`src/hdl/fifo_host_pkg.sv`:
```
// Purpose: constants shared by the fifo host controller
// Assumes: 20 MHz system clock, 50 ns period
// Notes: pin timing figures are the fifo's own, in ns
package fifo_host_pkg;
  localparam int CLOCK_NS = 50;
  localparam int WORD_BITS = 9;
  localparam int FIFO_WORDS = 32768;
  // register offsets of the controller's own map
  localparam logic [3:0] OFS_CTRL = 4'h0;
  localparam logic [3:0] OFS_STATUS = 4'h1;
  localparam logic [3:0] OFS_WDATA = 4'h2;
  localparam logic [3:0] OFS_RDATA = 4'h3;
  localparam logic [3:0] OFS_WCOUNT = 4'h4;
  localparam logic [3:0] OFS_RCOUNT = 4'h5;
  // control register bit positions (write 1 to start; bits 0-3 start an operation, FIRST and DEPTH only select chaining)
  localparam int CTRL_INIT = 0;
  localparam int CTRL_REPLAY = 1;
  localparam int CTRL_WRITE = 2;
  localparam int CTRL_READ = 3;
  localparam int CTRL_FIRST = 4;
  localparam int CTRL_DEPTH = 5;
  // pin timing figures in ns, least widths and setup/recovery
  localparam int PULSE_NS = 35;
  localparam int RECOVER_NS = 10;
  localparam int ACCESS_NS = 35;
  // least times round up, never below one cycle
  localparam int PULSE_CYC = (PULSE_NS + CLOCK_NS - 1) / CLOCK_NS;
  localparam int RECOVER_CYC = (RECOVER_NS + CLOCK_NS - 1) / CLOCK_NS;
  localparam int ACCESS_CYC = (ACCESS_NS + CLOCK_NS - 1) / CLOCK_NS;
  localparam logic [3:0] PULSE_CNT = 4'(PULSE_CYC);
  localparam logic [3:0] RECOVER_CNT = 4'(RECOVER_CYC);
  localparam logic [3:0] ACCESS_CNT = 4'(ACCESS_CYC);
  // extra read-strobe cycles that cover the two-stage word synchroniser
  localparam logic [3:0] SYNC_CNT = 4'h2;
  localparam logic [7:0] CTRL_RESET = 8'h00;
  typedef enum logic [2:0] {
    ST_IDLE, ST_SETUP, ST_STROBE, ST_RECOVER
  } phase_type;
  typedef enum logic [1:0] {
    OP_INIT, OP_REPLAY, OP_WRITE, OP_READ
  } op_type;
endpackage : fifo_host_pkg

```
`src/hdl/fifo_host.sv`:
```
// Purpose: host controller driving one asynchronous fifo through its pins
// Assumes: one fifo or a width row; flags of one device are sampled
// Notes: software issues init, replay, write and read via registers
//
// The register offsets and the plain strobed port were left to the implementer.
`timescale 1ns/1ps
module fifo_host #(
  parameter int WIDTH = 9,
  parameter int DEVICES = 1
) (
  input wire logic i_clock,
  input wire logic i_rst_n,
  input wire logic [3:0] i_addr,
  input wire logic [15:0] i_wdata,
  input wire logic i_write,
  input wire logic i_read,
  output logic [15:0] o_rdata,
  output logic [WIDTH-1:0] o_in_word,
  input wire logic [WIDTH-1:0] i_out_word,
  output logic o_write_n,
  output logic o_fetch_n,
  output logic o_init_n,
  output logic o_replay_n,
  output logic o_first_in_chain_n,
  input wire logic i_empty_flag_n,
  input wire logic i_full_flag_n,
  input wire logic i_half_level_flag_n,
  output logic o_busy
);
  // synchronisers for the flag pins; stage one is read by stage two only
  logic [2:0] flag_meta_reg;
  logic [2:0] flag_sync_reg;
  logic [WIDTH-1:0] word_meta_reg;
  logic [WIDTH-1:0] word_sync_reg;
  logic empty_n;
  logic full_n;
  logic half_n;
  assign empty_n = flag_sync_reg[0];
  assign full_n = flag_sync_reg[1];
  assign half_n = flag_sync_reg[2];

  // in depth or compound chains these pins carry composite flags
  // flags of a single device are enough for a width row
  always_ff @(posedge i_clock or negedge i_rst_n)
  begin
    if (!i_rst_n)
    begin
      flag_meta_reg <= 3'h0;
      flag_sync_reg <= 3'h0;
      word_meta_reg <= '0;
      word_sync_reg <= '0;
    end
    else
    begin
      flag_meta_reg <= {i_half_level_flag_n, i_full_flag_n, i_empty_flag_n};
      flag_sync_reg <= flag_meta_reg;
      word_meta_reg <= i_out_word;
      word_sync_reg <= word_meta_reg;
    end
  end

  // sequencer state
  fifo_host_pkg::phase_type phase_reg, phase_next;
  fifo_host_pkg::op_type op_reg, op_next;
  logic [3:0] count_reg, count_next;
  logic [WIDTH-1:0] wdata_reg, wdata_next;
  logic [WIDTH-1:0] rdata_reg, rdata_next;
  logic first_reg, first_next;
  logic depth_reg, depth_next;
  logic refused_reg, refused_next;
  logic [15:0] wcount_reg, wcount_next;
  logic [15:0] rcount_reg, rcount_next;
  logic write_n_reg, write_n_next;
  logic fetch_n_reg, fetch_n_next;
  logic init_n_reg, init_n_next;
  logic replay_n_reg, replay_n_next;

  // cycle counter helper: steps a count down, holding at zero
  function automatic logic [3:0] step_down(input logic [3:0] value);
    step_down = (value == 4'h0) ? 4'h0 : value - 4'h1;
  endfunction : step_down

  always_comb
  begin
    phase_next = phase_reg;
    op_next = op_reg;
    count_next = step_down(count_reg);
    wdata_next = wdata_reg;
    rdata_next = rdata_reg;
    first_next = first_reg;
    depth_next = depth_reg;
    refused_next = refused_reg;
    wcount_next = wcount_reg;
    rcount_next = rcount_reg;
    write_n_next = write_n_reg;
    fetch_n_next = fetch_n_reg;
    init_n_next = init_n_reg;
    replay_n_next = replay_n_reg;
    if (i_write && i_addr == fifo_host_pkg::OFS_WDATA)
      wdata_next = i_wdata[WIDTH-1:0];
    unique case (phase_reg)
      fifo_host_pkg::ST_IDLE:
      begin
        // one command at a time; commands arriving while busy are dropped
        if (i_write && i_addr == fifo_host_pkg::OFS_CTRL)
        begin
          refused_next = 1'b0;
          depth_next = i_wdata[fifo_host_pkg::CTRL_DEPTH];
          first_next = i_wdata[fifo_host_pkg::CTRL_FIRST];
          phase_next = fifo_host_pkg::ST_SETUP;
          count_next = fifo_host_pkg::PULSE_CNT;
          if (i_wdata[fifo_host_pkg::CTRL_INIT])
            op_next = fifo_host_pkg::OP_INIT;
          else if (i_wdata[fifo_host_pkg::CTRL_REPLAY])
            op_next = fifo_host_pkg::OP_REPLAY;
          else if (i_wdata[fifo_host_pkg::CTRL_WRITE])
            op_next = fifo_host_pkg::OP_WRITE;
          else if (i_wdata[fifo_host_pkg::CTRL_READ])
            op_next = fifo_host_pkg::OP_READ;
          else
            phase_next = fifo_host_pkg::ST_IDLE;
        end
      end
      fifo_host_pkg::ST_SETUP:
      begin
        // strobes are high here, giving the setup time before a pulse
        if (count_reg == 4'h0)
        begin
          phase_next = fifo_host_pkg::ST_STROBE;
          count_next = fifo_host_pkg::PULSE_CNT;
          unique case (op_reg)
            fifo_host_pkg::OP_INIT:
              init_n_next = 1'b0;
            fifo_host_pkg::OP_REPLAY:
            begin
              // replay is unavailable when chained in depth
              if (depth_reg)
              begin
                refused_next = 1'b1;
                phase_next = fifo_host_pkg::ST_IDLE;
              end
              else
                replay_n_next = 1'b0;
            end
            fifo_host_pkg::OP_WRITE:
            begin
              // falling write edge only while full is deasserted
              if (full_n)
                write_n_next = 1'b0;
              else
              begin
                refused_next = 1'b1;
                phase_next = fifo_host_pkg::ST_IDLE;
              end
            end
            fifo_host_pkg::OP_READ:
            begin
              if (empty_n)
              begin
                fetch_n_next = 1'b0;
                count_next = fifo_host_pkg::ACCESS_CNT +
                  fifo_host_pkg::SYNC_CNT;
              end
              else
              begin
                refused_next = 1'b1;
                phase_next = fifo_host_pkg::ST_IDLE;
              end
            end
          endcase
        end
      end
      fifo_host_pkg::ST_STROBE:
      begin
        if (count_reg == 4'h0)
        begin
          // data is valid only while the read strobe is low
          if (op_reg == fifo_host_pkg::OP_READ)
          begin
            rdata_next = word_sync_reg;
            rcount_next = rcount_reg + 16'h0001;
          end
          if (op_reg == fifo_host_pkg::OP_WRITE)
            wcount_next = wcount_reg + 16'h0001;
          if (op_reg != fifo_host_pkg::OP_WRITE)
            rcount_next = (op_reg == fifo_host_pkg::OP_READ) ?
              rcount_reg + 16'h0001 : 16'h0000;
          if (op_reg == fifo_host_pkg::OP_INIT)
            wcount_next = 16'h0000;
          write_n_next = 1'b1;
          fetch_n_next = 1'b1;
          init_n_next = 1'b1;
          replay_n_next = 1'b1;
          phase_next = fifo_host_pkg::ST_RECOVER;
          count_next = fifo_host_pkg::RECOVER_CNT;
        end
      end
      fifo_host_pkg::ST_RECOVER:
      begin
        // strobes stay high through recovery after init or replay
        if (count_reg == 4'h0)
          phase_next = fifo_host_pkg::ST_IDLE;
      end
    endcase
  end

  // sequencer registers; strobes come up high and init idle
  always_ff @(posedge i_clock or negedge i_rst_n)
  begin
    if (!i_rst_n)
    begin
      phase_reg <= fifo_host_pkg::ST_IDLE;
      op_reg <= fifo_host_pkg::OP_INIT;
      count_reg <= 4'h0;
      wdata_reg <= '0;
      rdata_reg <= '0;
      first_reg <= 1'b0;
      depth_reg <= 1'b0;
      refused_reg <= 1'b0;
      wcount_reg <= 16'h0000;
      rcount_reg <= 16'h0000;
      write_n_reg <= 1'b1;
      fetch_n_reg <= 1'b1;
      init_n_reg <= 1'b1;
      replay_n_reg <= 1'b1;
    end
    else
    begin
      phase_reg <= phase_next;
      op_reg <= op_next;
      count_reg <= count_next;
      wdata_reg <= wdata_next;
      rdata_reg <= rdata_next;
      first_reg <= first_next;
      depth_reg <= depth_next;
      refused_reg <= refused_next;
      wcount_reg <= wcount_next;
      rcount_reg <= rcount_next;
      write_n_reg <= write_n_next;
      fetch_n_reg <= fetch_n_next;
      init_n_reg <= init_n_next;
      replay_n_reg <= replay_n_next;
    end
  end

  // pins: first-in-chain low marks the first device
  assign o_in_word = wdata_reg; // one direction; pair for two-way
  assign o_write_n = write_n_reg;
  assign o_fetch_n = fetch_n_reg;
  assign o_init_n = init_n_reg;
  assign o_replay_n = depth_reg ? ~first_reg : replay_n_reg;
  assign o_first_in_chain_n = ~first_reg; // chain wired outside
  assign o_busy = (phase_reg != fifo_host_pkg::ST_IDLE);

  // read port: data one cycle after the strobe; flags active low
  logic [15:0] rdout_reg, rdout_next;
  always_comb
  begin
    rdout_next = 16'h0000;
    if (i_read)
    begin
      unique case (i_addr)
        fifo_host_pkg::OFS_CTRL:
          rdout_next = {10'h000, depth_reg, first_reg, 4'h0};
        fifo_host_pkg::OFS_STATUS:
          rdout_next = {11'h000, refused_reg, o_busy,
                        depth_reg | half_n, full_n, empty_n};
        fifo_host_pkg::OFS_WDATA:
          rdout_next = 16'(wdata_reg);
        fifo_host_pkg::OFS_RDATA:
          rdout_next = 16'(rdata_reg);
        fifo_host_pkg::OFS_WCOUNT:
          rdout_next = wcount_reg;
        fifo_host_pkg::OFS_RCOUNT:
          rdout_next = rcount_reg;
        default:
          rdout_next = 16'h0000;
      endcase
    end
  end

  // read data register; cycles without a read return zero
  always_ff @(posedge i_clock or negedge i_rst_n)
  begin
    if (!i_rst_n)
      rdout_reg <= 16'h0000;
    else
      rdout_reg <= rdout_next;
  end
  assign o_rdata = rdout_reg;
endmodule : fifo_host

```
`config.mk`:
```
export PLATFORM = sky130hd
export DESIGN_NAME = fifo_host
export DESIGN_NICKNAME = d
export VERILOG_FILES = /design/src/hdl/fifo_host_pkg.sv /design/src/hdl/fifo_host.sv
export SDC_FILE = /design/constraint.sdc
export NUM_CORES = 1
export LEC_CHECK = 0
export BUFFER_PORTS_ARGS = -buffer_cell sky130_fd_sc_hd__buf_4
export CORE_MARGIN = 1.5
export CORE_UTILIZATION = 55
export CTS_CLUSTER_DIAMETER = 200
export DETAILED_ROUTE_END_ITERATION = 6
export GPL_TIMING_DRIVEN = 0
export PLACE_DENSITY = 0.75
export SLEW_MARGIN = 20
export SYNTH_ARGS = -nofsm -noshare
export SYNTH_HDL_FRONTEND = slang
export SYNTH_SLANG_ARGS = --single-unit
```
`constraint.sdc`:
```
create_clock -name i_clock -period 3.2 [get_ports i_clock]
set_input_delay 0.8 -clock i_clock [delete_from_list [all_inputs] [get_ports i_clock]]
set_output_delay 0.8 -clock i_clock [all_outputs]
set_load 0.02 [all_outputs]
```
==> flow_metrics.tcl, run 1 <==
set metrics [dict create \
    status "finished, final reports clean" \
    fin_tns_setup_ns 0 \
    tightest_slew_ns 0.955 \
    htreeDepth 3 \
    synth.area.mux_share_pct 6.86 \
    drive_above_1_share_pct 21.1 \
    p_leak_nw 2.44 \
    avgRoutedWirePerCell_um 16.7 \
    synth_cell_types 50 \
    synth_edf_count 0 \
    grt_pass1_wl_mm 17.0 \
    io_buffers 59 \
    reg2reg_to "rcount_reg[3]" \
    rsz0062_at_grt "no" \
    seq_area_frac_synth_pct 57.1 \
    hold_class "reg2reg" \
    fillers 651 \
    fin_cells 617 \
    clk_pin_slew_worst_paths_ns 0.11 \
    worstSetupEndpointType "flop" \
    hold_ws_ns 0.361 \
    cts_max_path_buffers 2 \
    critPathKind "reg2reg" \
    drv_cap 0 \
    synth_top_family_by_area "simple AND/OR/NAND/NOR gates" \
    syn-num-nets 477 \
    gp_congestion 0.934 \
    dp_cells 601 \
    syn_inst 437 \
    hold_violations 0 \
    ys_top_cells_by_area "dfrtp_1 55%, nand2_1 5.5%, mux2_2 5.1%" \
    drv_slew 0 \
    postCtsHoldBufs 0 \
    synth_fa_ha_area_share_pct 1.08 \
    clock-sinks 105 \
    path_max_fanout 10 \
    fin_skew_ns 0.0157 \
    cp_top_family "simple AND/OR/NAND/NOR gates" \
    setup_violations 0 \
    async_flop_share_pct 100 \
    n_antenna_cell 0 \
    overflow 0 \
    max_stage_delay_ns 0.66 \
    syn_area_per_cell_um2 10.6 \
    syn_area_um2 4610 \
    cts_tree "done" \
    layout_min_cycle_time_ns 2.63 \
    first_pass_iters 5 \
    fin_ws_ns 0.573 \
    grt_use_met3_pct 5.23 \
    synth_area_leader_cell "dfrtp_1" \
    cp.arrival_ns 2.90 \
    yosysTopAreaCellShare_pct 54.8 \
    dpl.hpwl_mm 7.19 \
    insertion_delay_ns 0.38 \
    areaGrowthSynthToFinish_pct 17.2 \
    grtUsageMet2_pct 38.8 \
    placed_cell_area_um2 5190 \
    fmax_mhz 381 \
    relSlewSlack_pct 36.1 \
    regToRegSetupSlack_ns 0.57 \
    power_mw 3.29 \
    cts_setup_buffers 0 \
    grt-busiest-layer "met2" \
    ant_nets 0 \
    vias 3655 \
    die_w_um 94.6 \
    timing.rr.start "count_reg[0]" \
    crit_buf_inv 3 \
    dieArea_um2 8950 \
    synth-compound-area-share_pct 13.6 \
    path_cells "inv_1 > ha_1 > or3b_1 > buf_2 > clkbuf_1 > nor3_1 > o21ai_0 > a22o_1" \
    yosys_warnings 0 \
    synthXorXnorAreaFrac_pct 0.570 \
    grt_max_degree 106 \
    drt_iter0_drc 260 \
    ys_seq_elements 105 \
    final_area_um2 5410 \
    cts_made_buffers 9 \
    antenna_found_initial 0 \
    crit_slowest_cell "nor3_1" \
    grtUsageTotal_pct 25.0 \
    num_rows 33 \
    fin_util_pct 66.1 \
    ys.flop_type "dfrtp_1" \
    pre_cts_ws_ns 0.383 \
    start_util_pct 56.4 \
    synthSimpleGateAreaFrac_pct 18.4 \
    nNetsFinal 547 \
    drc_errors 0 \
    power_density_nw_per_um2 609 \
    met1_usage_pct 34.7 \
    post_cts_resized 0 \
    rr_worst_depth 8 \
    coreArea_um2 8180 \
    endpoint "rcount_reg[3]" \
    via_per_inst 5.92 \
    period_share_pct 82.1 \
    required_ns 3.48 \
    io_pins 67 \
    vdd_drop_max_mv 0.401 \
    die_h_um 94.6 \
    wl_mm 10.3 \
    startpoint "count_reg[0]" \
    cts_root_buf "clkbuf_8" \
    critPathLaunchType "flop" \
    grt_pass1_vias 3517 \
    cp.depth 8 \
]
synthesized netlist by cell type, types with 4 or more instances:
| cell type | n |
|---|---|
| nand2b_1 | 6 |
| a21o_1 | 6 |
| clkbuf_1 | 13 |
| a22oi_1 | 5 |
| and3_1 | 5 |
| nand4_1 | 4 |
| nor3_1 | 9 |
| ha_1 | 4 |
| nand3_1 | 16 |
| or3_1 | 16 |
| inv_1 | 11 |
| o21ai_0 | 23 |
| a22o_1 | 5 |
| mux2i_1 | 8 |
| a31oi_1 | 6 |
| or4_1 | 5 |
| dfrtp_1 | 101 |
| o41ai_1 | 4 |
| a21oi_1 | 29 |
| dfstp_2 | 4 |
| o31ai_1 | 4 |
| mux2_2 | 21 |
| nor2_1 | 22 |
| nand2_1 | 68 |
| nor2b_1 | 4 |
kinds of logic (layout without fill, tap and decap cells):
kind of cell	Yosys count	count (layout)
simple gates	169	169
flops	105	105
compound gates	98	98
mux	29	29
buf+inv	29	104
fa+ha+maj	4	4
xor+xnor	3	3
worst min-delay path by stage:
stage / slack (ns) / from / to / depth (start not counted)
2_1_floorplan: 0.33 / flag_meta_reg[0] / flag_sync_reg[0] / 0
3_5_place_dp: 0.34 / flag_meta_reg[1] / flag_sync_reg[1] / 0
4_1_cts: 0.36 / flag_meta_reg[2] / flag_sync_reg[2] / 0
5_1_grt: 0.37 / word_meta_reg[1] / word_sync_reg[1] / 0
3_3_place_gp: 0.33 / word_meta_reg[3] / word_sync_reg[3] / 0
6_report: 0.36 / flag_meta_reg[2] / flag_sync_reg[2] / 0
per-layer routing:
layer / routed length (µm) / vias to the layer above
li1: - / 1711
met1: 4610 / 1786
met2: 4840 / 137
met3: 606 / 21
met4: 233 / 0
met5: 0 / -
report_power, final:
group / total (mW) / switching, mW / leakage [nW] / internal [mW]
logic: 0.783 / 0.453 / 0.968 / 0.330
clock network: 0.852 / 0.534 / 0.106 / 0.318
registers: 1.66 / 0.147 / 1.36 / 1.51
total: 3.29 / 1.13 / 2.44 / 2.16
final cells by class:
type / instances / area [µm²] / share of cell area (%)
sequential: 105 / 2630 / 48.7
multi-input combinational: 303 / 1870 / 34.6
timing repair buffer: 59 / 447 / 8.26
tap: 105 / 131 / 2.43
clock buffer: 9 / 124 / 2.29
clock inverter: 7 / 91.3 / 1.69
buffer: 18 / 71.3 / 1.32
inverter: 11 / 41.3 / 0.764
layout by cell type, fill, tap and decap left out, drive strengths merged, types with 3 or more instances in the layout:
cell    Yosys  final
or4         5      5
clkinv      0      4
ha          4      4
nor2       22     22
a222oi      3      3
nand2b      6      6
a31oi       6      6
mux2       21     21
and3        5      5
inv        11     14
a22oi       5      5
o21a        3      3
a41oi       3      3
nor2b       4      4
a21o        6      6
clkbuf     13     22
buf         5     64
a21oi      29     29
mux2i       8      8
o41ai       4      4
or3        16     16
dfrtp     101    101
o31ai       4      4
nand3      16     16
nand2      68     68
nand4       4      4
nor3        9      9
o21ai      23     23
a22o        5      5
xnor2       3      3
dfstp       4      4
No activity file was read; power rests on OpenSTA's default activity.
==> run 2, diff against run 1 <==
Clock period 3.2 ns to 2.58 ns, I/O delays scaled along.
==> flow_metrics.tcl, run 2 (synthesis gave the netlist of run 1 again) <==
set metrics [dict create \
    start_util_pct 56.4 \
    cts_made_buffers 9 \
    io_pins 67 \
    power_density_nw_per_um2 757 \
    layout_min_cycle_time_ns 2.40 \
    insertion_delay_ns 0.38 \
    ant_nets 0 \
    die_w_um 94.6 \
    critPathLaunchType "flop" \
    vdd_drop_max_mv 0.497 \
    cp.arrival_ns 2.71 \
    grt_max_degree 106 \
    postCtsHoldBufs 0 \
    drc_errors 0 \
    clock-sinks 105 \
    grt_pass1_vias 3517 \
    drt_iter0_drc 257 \
    wl_mm 10.3 \
    grt_pass1_wl_mm 17.0 \
    layout_common_cells "101 x dfrtp_1, 68 x nand2_1, 59 x buf_4" \
    overflow 0 \
    p_leak_nw 2.44 \
    power_mw 4.10 \
    dieArea_um2 8950 \
    drv_slew 0 \
    required_ns 2.90 \
    vias 3669 \
    n_antenna_cell 0 \
    relSlewSlack_pct 35.5 \
    clk_pin_slew_worst_paths_ns 0.12 \
    period_share_pct 92.8 \
    fmax_mhz 418 \
    status "finished, final reports clean" \
    io_buffers 59 \
    num_rows 33 \
    die_h_um 94.6 \
    critPathKind "reg2reg" \
    avgRoutedWirePerCell_um 16.7 \
    rsz0062_at_grt "no" \
    cts_tree "done" \
    hold_violations 0 \
    setup_violations 0 \
    cts_root_buf "clkbuf_8" \
    regToRegSetupSlack_ns 0.18 \
    dpl.hpwl_mm 7.19 \
    coreArea_um2 8180 \
    fillers 651 \
    final_common_cell "dfrtp_1" \
    gp_congestion 0.934 \
    drive_above_1_share_pct 21.9 \
    tightest_slew_ns 0.965 \
    hold_class "in2async" \
    nNetsFinal 547 \
    fin_tns_setup_ns 0 \
    grtUsageTotal_pct 25.0 \
    cts_max_path_buffers 2 \
    fin_skew_ns 0.0169 \
    antenna_found_initial 0 \
    worstSetupEndpointType "flop" \
    areaGrowthSynthToFinish_pct 17.5 \
    htreeDepth 3 \
    via_per_inst 5.95 \
    drv_cap 0 \
    first_pass_iters 5 \
    path_max_fanout 8 \
]
==> run 2: path summary, 6_finish.rpt <==
kind                                  start                to  cells after the start
min in group i_clock       flag_meta_reg[2]  flag_sync_reg[2]                      0
min reg2reg                flag_meta_reg[2]  flag_sync_reg[2]                      0
max                            count_reg[1]    wcount_reg[12]                      7
max in group asynchronous           i_rst_n     rcount_reg[4]                      1
max reg2reg                    count_reg[1]    wcount_reg[12]                      7
min                                 i_rst_n    wcount_reg[13]                      1
==> run 2: routing by layer <==
metal / GRT usage, % / up-vias / routed length, µm
li1: - / 1713 / -
met1: 34.7 / 1794 / 4660
met2: 38.8 / 141 / 4820
met3: 5.23 / 21 / 633
met4: 9.70 / 0 / 216
met5: 0 / - / 0
==> run 2: cell type report <==
cell class | count | area (µm²) | area share (%)
Timing Repair Buffer | 60 | 454 | 8.38
Clock buffer | 9 | 124 | 2.28
Clock inverter | 7 | 91.3 | 1.68
Tap cell | 105 | 131 | 2.42
Multi-Input combinational cell | 303 | 1880 | 34.7
Buffer | 17 | 66.3 | 1.22
Inverter | 11 | 41.3 | 0.762
Sequential cell | 105 | 2630 | 48.6
==> run 2: repair_timing <==
action,4_1_cts,5_1_grt
setup endpoints to repair,0,2
gates resized for setup,0,4
setup buffers,0,1
==> run 2: power by group <==
| group | internal (mW) | switching, mW | leakage, nW |
|---|---|---|---|
| combinational | 0.420 | 0.569 | 0.971 |
| clock | 0.394 | 0.664 | 0.106 |
| sequential | 1.87 | 0.185 | 1.36 |
==> run 2: critical path: stages (launching register included) <==
cell and delay, ns:
dfrtp_1 0.40, inv_1 0.08, ha_1 0.15, or3b_1 0.34, buf_2 0.16, or4b_4 0.61
or4_1 0.46, a21oi_2 0.14
==> run 2: stage by stage <==
stage	instances	hold slack, ns	utilization, %	setup WS [ns]	area, µm²
floorplan	437	0.331	-	0.292	4610
global placement	601	0.332	63.5	-0.0653	5190
detailed placement	601	0.336	63.5	-0.0821	5190
CTS	617	0.348	66.1	0.0000320	5410
global route	617	0.338	66.3	0.0387	5420
finish	617	0.358	66.3	0.185	5420
==> run 3, diff against run 2 <==
Settings changed: CORE_UTILIZATION 55 to 38, PLACE_DENSITY 0.75 to 0.55.
==> flow_metrics.tcl, run 3 (synthesis gave the netlist of run 1 again) <==
set metrics [dict create \
    status "finished, final reports clean" \
    cp.arrival_ns 2.74 \
    io_buffers 59 \
    cts_made_buffers 9 \
    wl_mm 11.0 \
    cts_root_buf "clkbuf_16" \
    via_per_inst 5.41 \
    setup_violations 0 \
    combPwrFrac_pct 22.1 \
    drt_iter0_drc 269 \
    num_rows 40 \
    clock-sinks 105 \
    cts_tree "done" \
    switching_share_pct 32.9 \
    nNetsFinal 547 \
    power_density_nw_per_um2 800 \
    hold_violations 0 \
    fmax_mhz 408 \
    p_leak_nw 2.49 \
    overflow 0 \
    power_mw 4.46 \
    grt_pass1_wl_mm 18.5 \
    dieArea_um2 12800 \
    clk_pin_slew_worst_paths_ns 0.08 \
    grtUsageTotal_pct 18.6 \
    vias 3566 \
    areaGrowthSynthToFinish_pct 20.7 \
    p_switching_mw 1.47 \
    critPathLaunchType "flop" \
    fin_tns_setup_ns 0 \
    rr_worst_depth 8 \
    insertion_delay_ns 0.36 \
    fillers 1153 \
    reg2reg_to "wcount_reg[12]" \
    required_ns 2.87 \
    postCtsHoldBufs 0 \
    n_antenna_cell 0 \
    htreeDepth 3 \
    rsz0062_at_grt "no" \
    first_pass_iters 5 \
    gp_congestion 0.875 \
    timing.rr.start "count_reg[0]" \
    start_util_pct 38.7 \
    worstSetupEndpointType "flop" \
    ant_nets 0 \
    hold_class "reg2reg" \
    drv_cap 0 \
    fin_skew_ns 0.00777 \
    cts_max_path_buffers 2 \
    grt_pass1_vias 3548 \
    regToRegSetupSlack_ns 0.13 \
    fin_ws_ns 0.130 \
    period_share_pct 95.0 \
    vdd_drop_max_mv 0.503 \
    drv_slew 0 \
    dpl.hpwl_mm 7.67 \
    relSlewSlack_pct 35.6 \
    path_max_fanout 8 \
    grt_max_degree 106 \
    pre_cts_ws_ns -0.107 \
    hold_start "word_meta_reg[3]" \
    drc_errors 0 \
    layout_common_cells "101 x dfrtp_1, 68 x nand2_1, 58 x buf_4" \
    worstHoldPathCells 0 \
    clockPowerShare_pct 31.8 \
    drive_above_1_share_pct 21.9 \
    coreArea_um2 11900 \
    holdPathEnd "word_sync_reg[3]" \
    tightest_slew_ns 0.966 \
    die_h_um 113 \
    p_int_mw 2.99 \
    layout_min_cycle_time_ns 2.45 \
    power_frac_seq_pct 46.1 \
    io_pins 67 \
    avgRoutedWirePerCell_um 16.6 \
    post_cts_resized 0 \
    die_w_um 113 \
    final_common_cell "dfrtp_1" \
    hold_ws_ns 0.352 \
    critPathKind "reg2reg" \
    antenna_found_initial 0 \
    cts_setup_buffers 0 \
]
run 3: cell types whose count changed in the layout (fill, tap and decap cells not counted):
cell	delta
a21oi_1	+1
a21oi_2	-1
buf_4	-1
clkbuf_1	-1
clkbuf_16	+9
clkbuf_2	+1
clkbuf_4	+1
clkbuf_8	-9
clkinv_8	-2
inv_12	+1
inv_6	-1
inv_8	+2
o311ai_0	-1
o311ai_1	+1
run 3: routing by layer:
| metal | track usage [%] | up-vias | share of wire [%] |
|---|---|---|---|
| met5 | 0 | - | 0 |
| met4 | 6.25 | 0 | 1.3 |
| met3 | 3.96 | 12 | 4.2 |
| met2 | 29.9 | 90 | 47 |
| met1 | 25.1 | 1747 | 48 |
| li1 | - | 1717 | - |
run 3: how the worst max path moves through the flow:
stage / startpoint / endpoint / cells past startpoint
2_1_floorplan: count_reg[0] / wcount_reg[12] / 8
3_3_place_gp: i_addr[0] / o_rdata[4] / 6
3_5_place_dp: i_addr[0] / o_rdata[4] / 6
4_1_cts: count_reg[0] / rcount_reg[3] / 8
5_1_grt: phase_reg[0] / rcount_reg[0] / 7
6_report: count_reg[0] / wcount_reg[12] / 8
run 3: metrics by stage:
stage                     instances  utilization [%]  cell area (µm²)
after floorplan                 437                -             4610
after global placement          643             44.0             5240
after detailed placement        643             44.0             5240
after CTS                       659             46.7             5560
after global routing            659             46.8             5570
final                           659             46.8             5570
run 3: layout make-up:
type | instances | area (µm²) | area share, %
flip-flops and latches | 105 | 2630 | 47.3
multi-input cells | 303 | 1880 | 33.7
repair buffers | 59 | 447 | 8.02
clock buffers | 9 | 225 | 4.04
well taps | 147 | 184 | 3.30
clock inverters | 7 | 88.8 | 1.59
plain buffers | 18 | 75.1 | 1.35
inverters | 11 | 41.3 | 0.741
run 3: power groups by stage:
stage	Clock (mW)	Combinational (mW)	Sequential, mW
global route	1.53	1.11	2.09
finish	1.42	0.985	2.05
detailed placement	0	0.985	2.08
global placement	0	0.965	2.08
floorplan	0	0.568	2.09
CTS	1.46	0.990	2.05
run 3: worst max-delay path, cell delays in order (launching register included):
cell	delay [ns]
dfrtp_1	0.39
inv_2	0.07
ha_1	0.15
or3b_1	0.33
buf_2	0.16
or4b_4	0.55
clkbuf_4	0.19
or4_1	0.39
a21oi_1	0.14
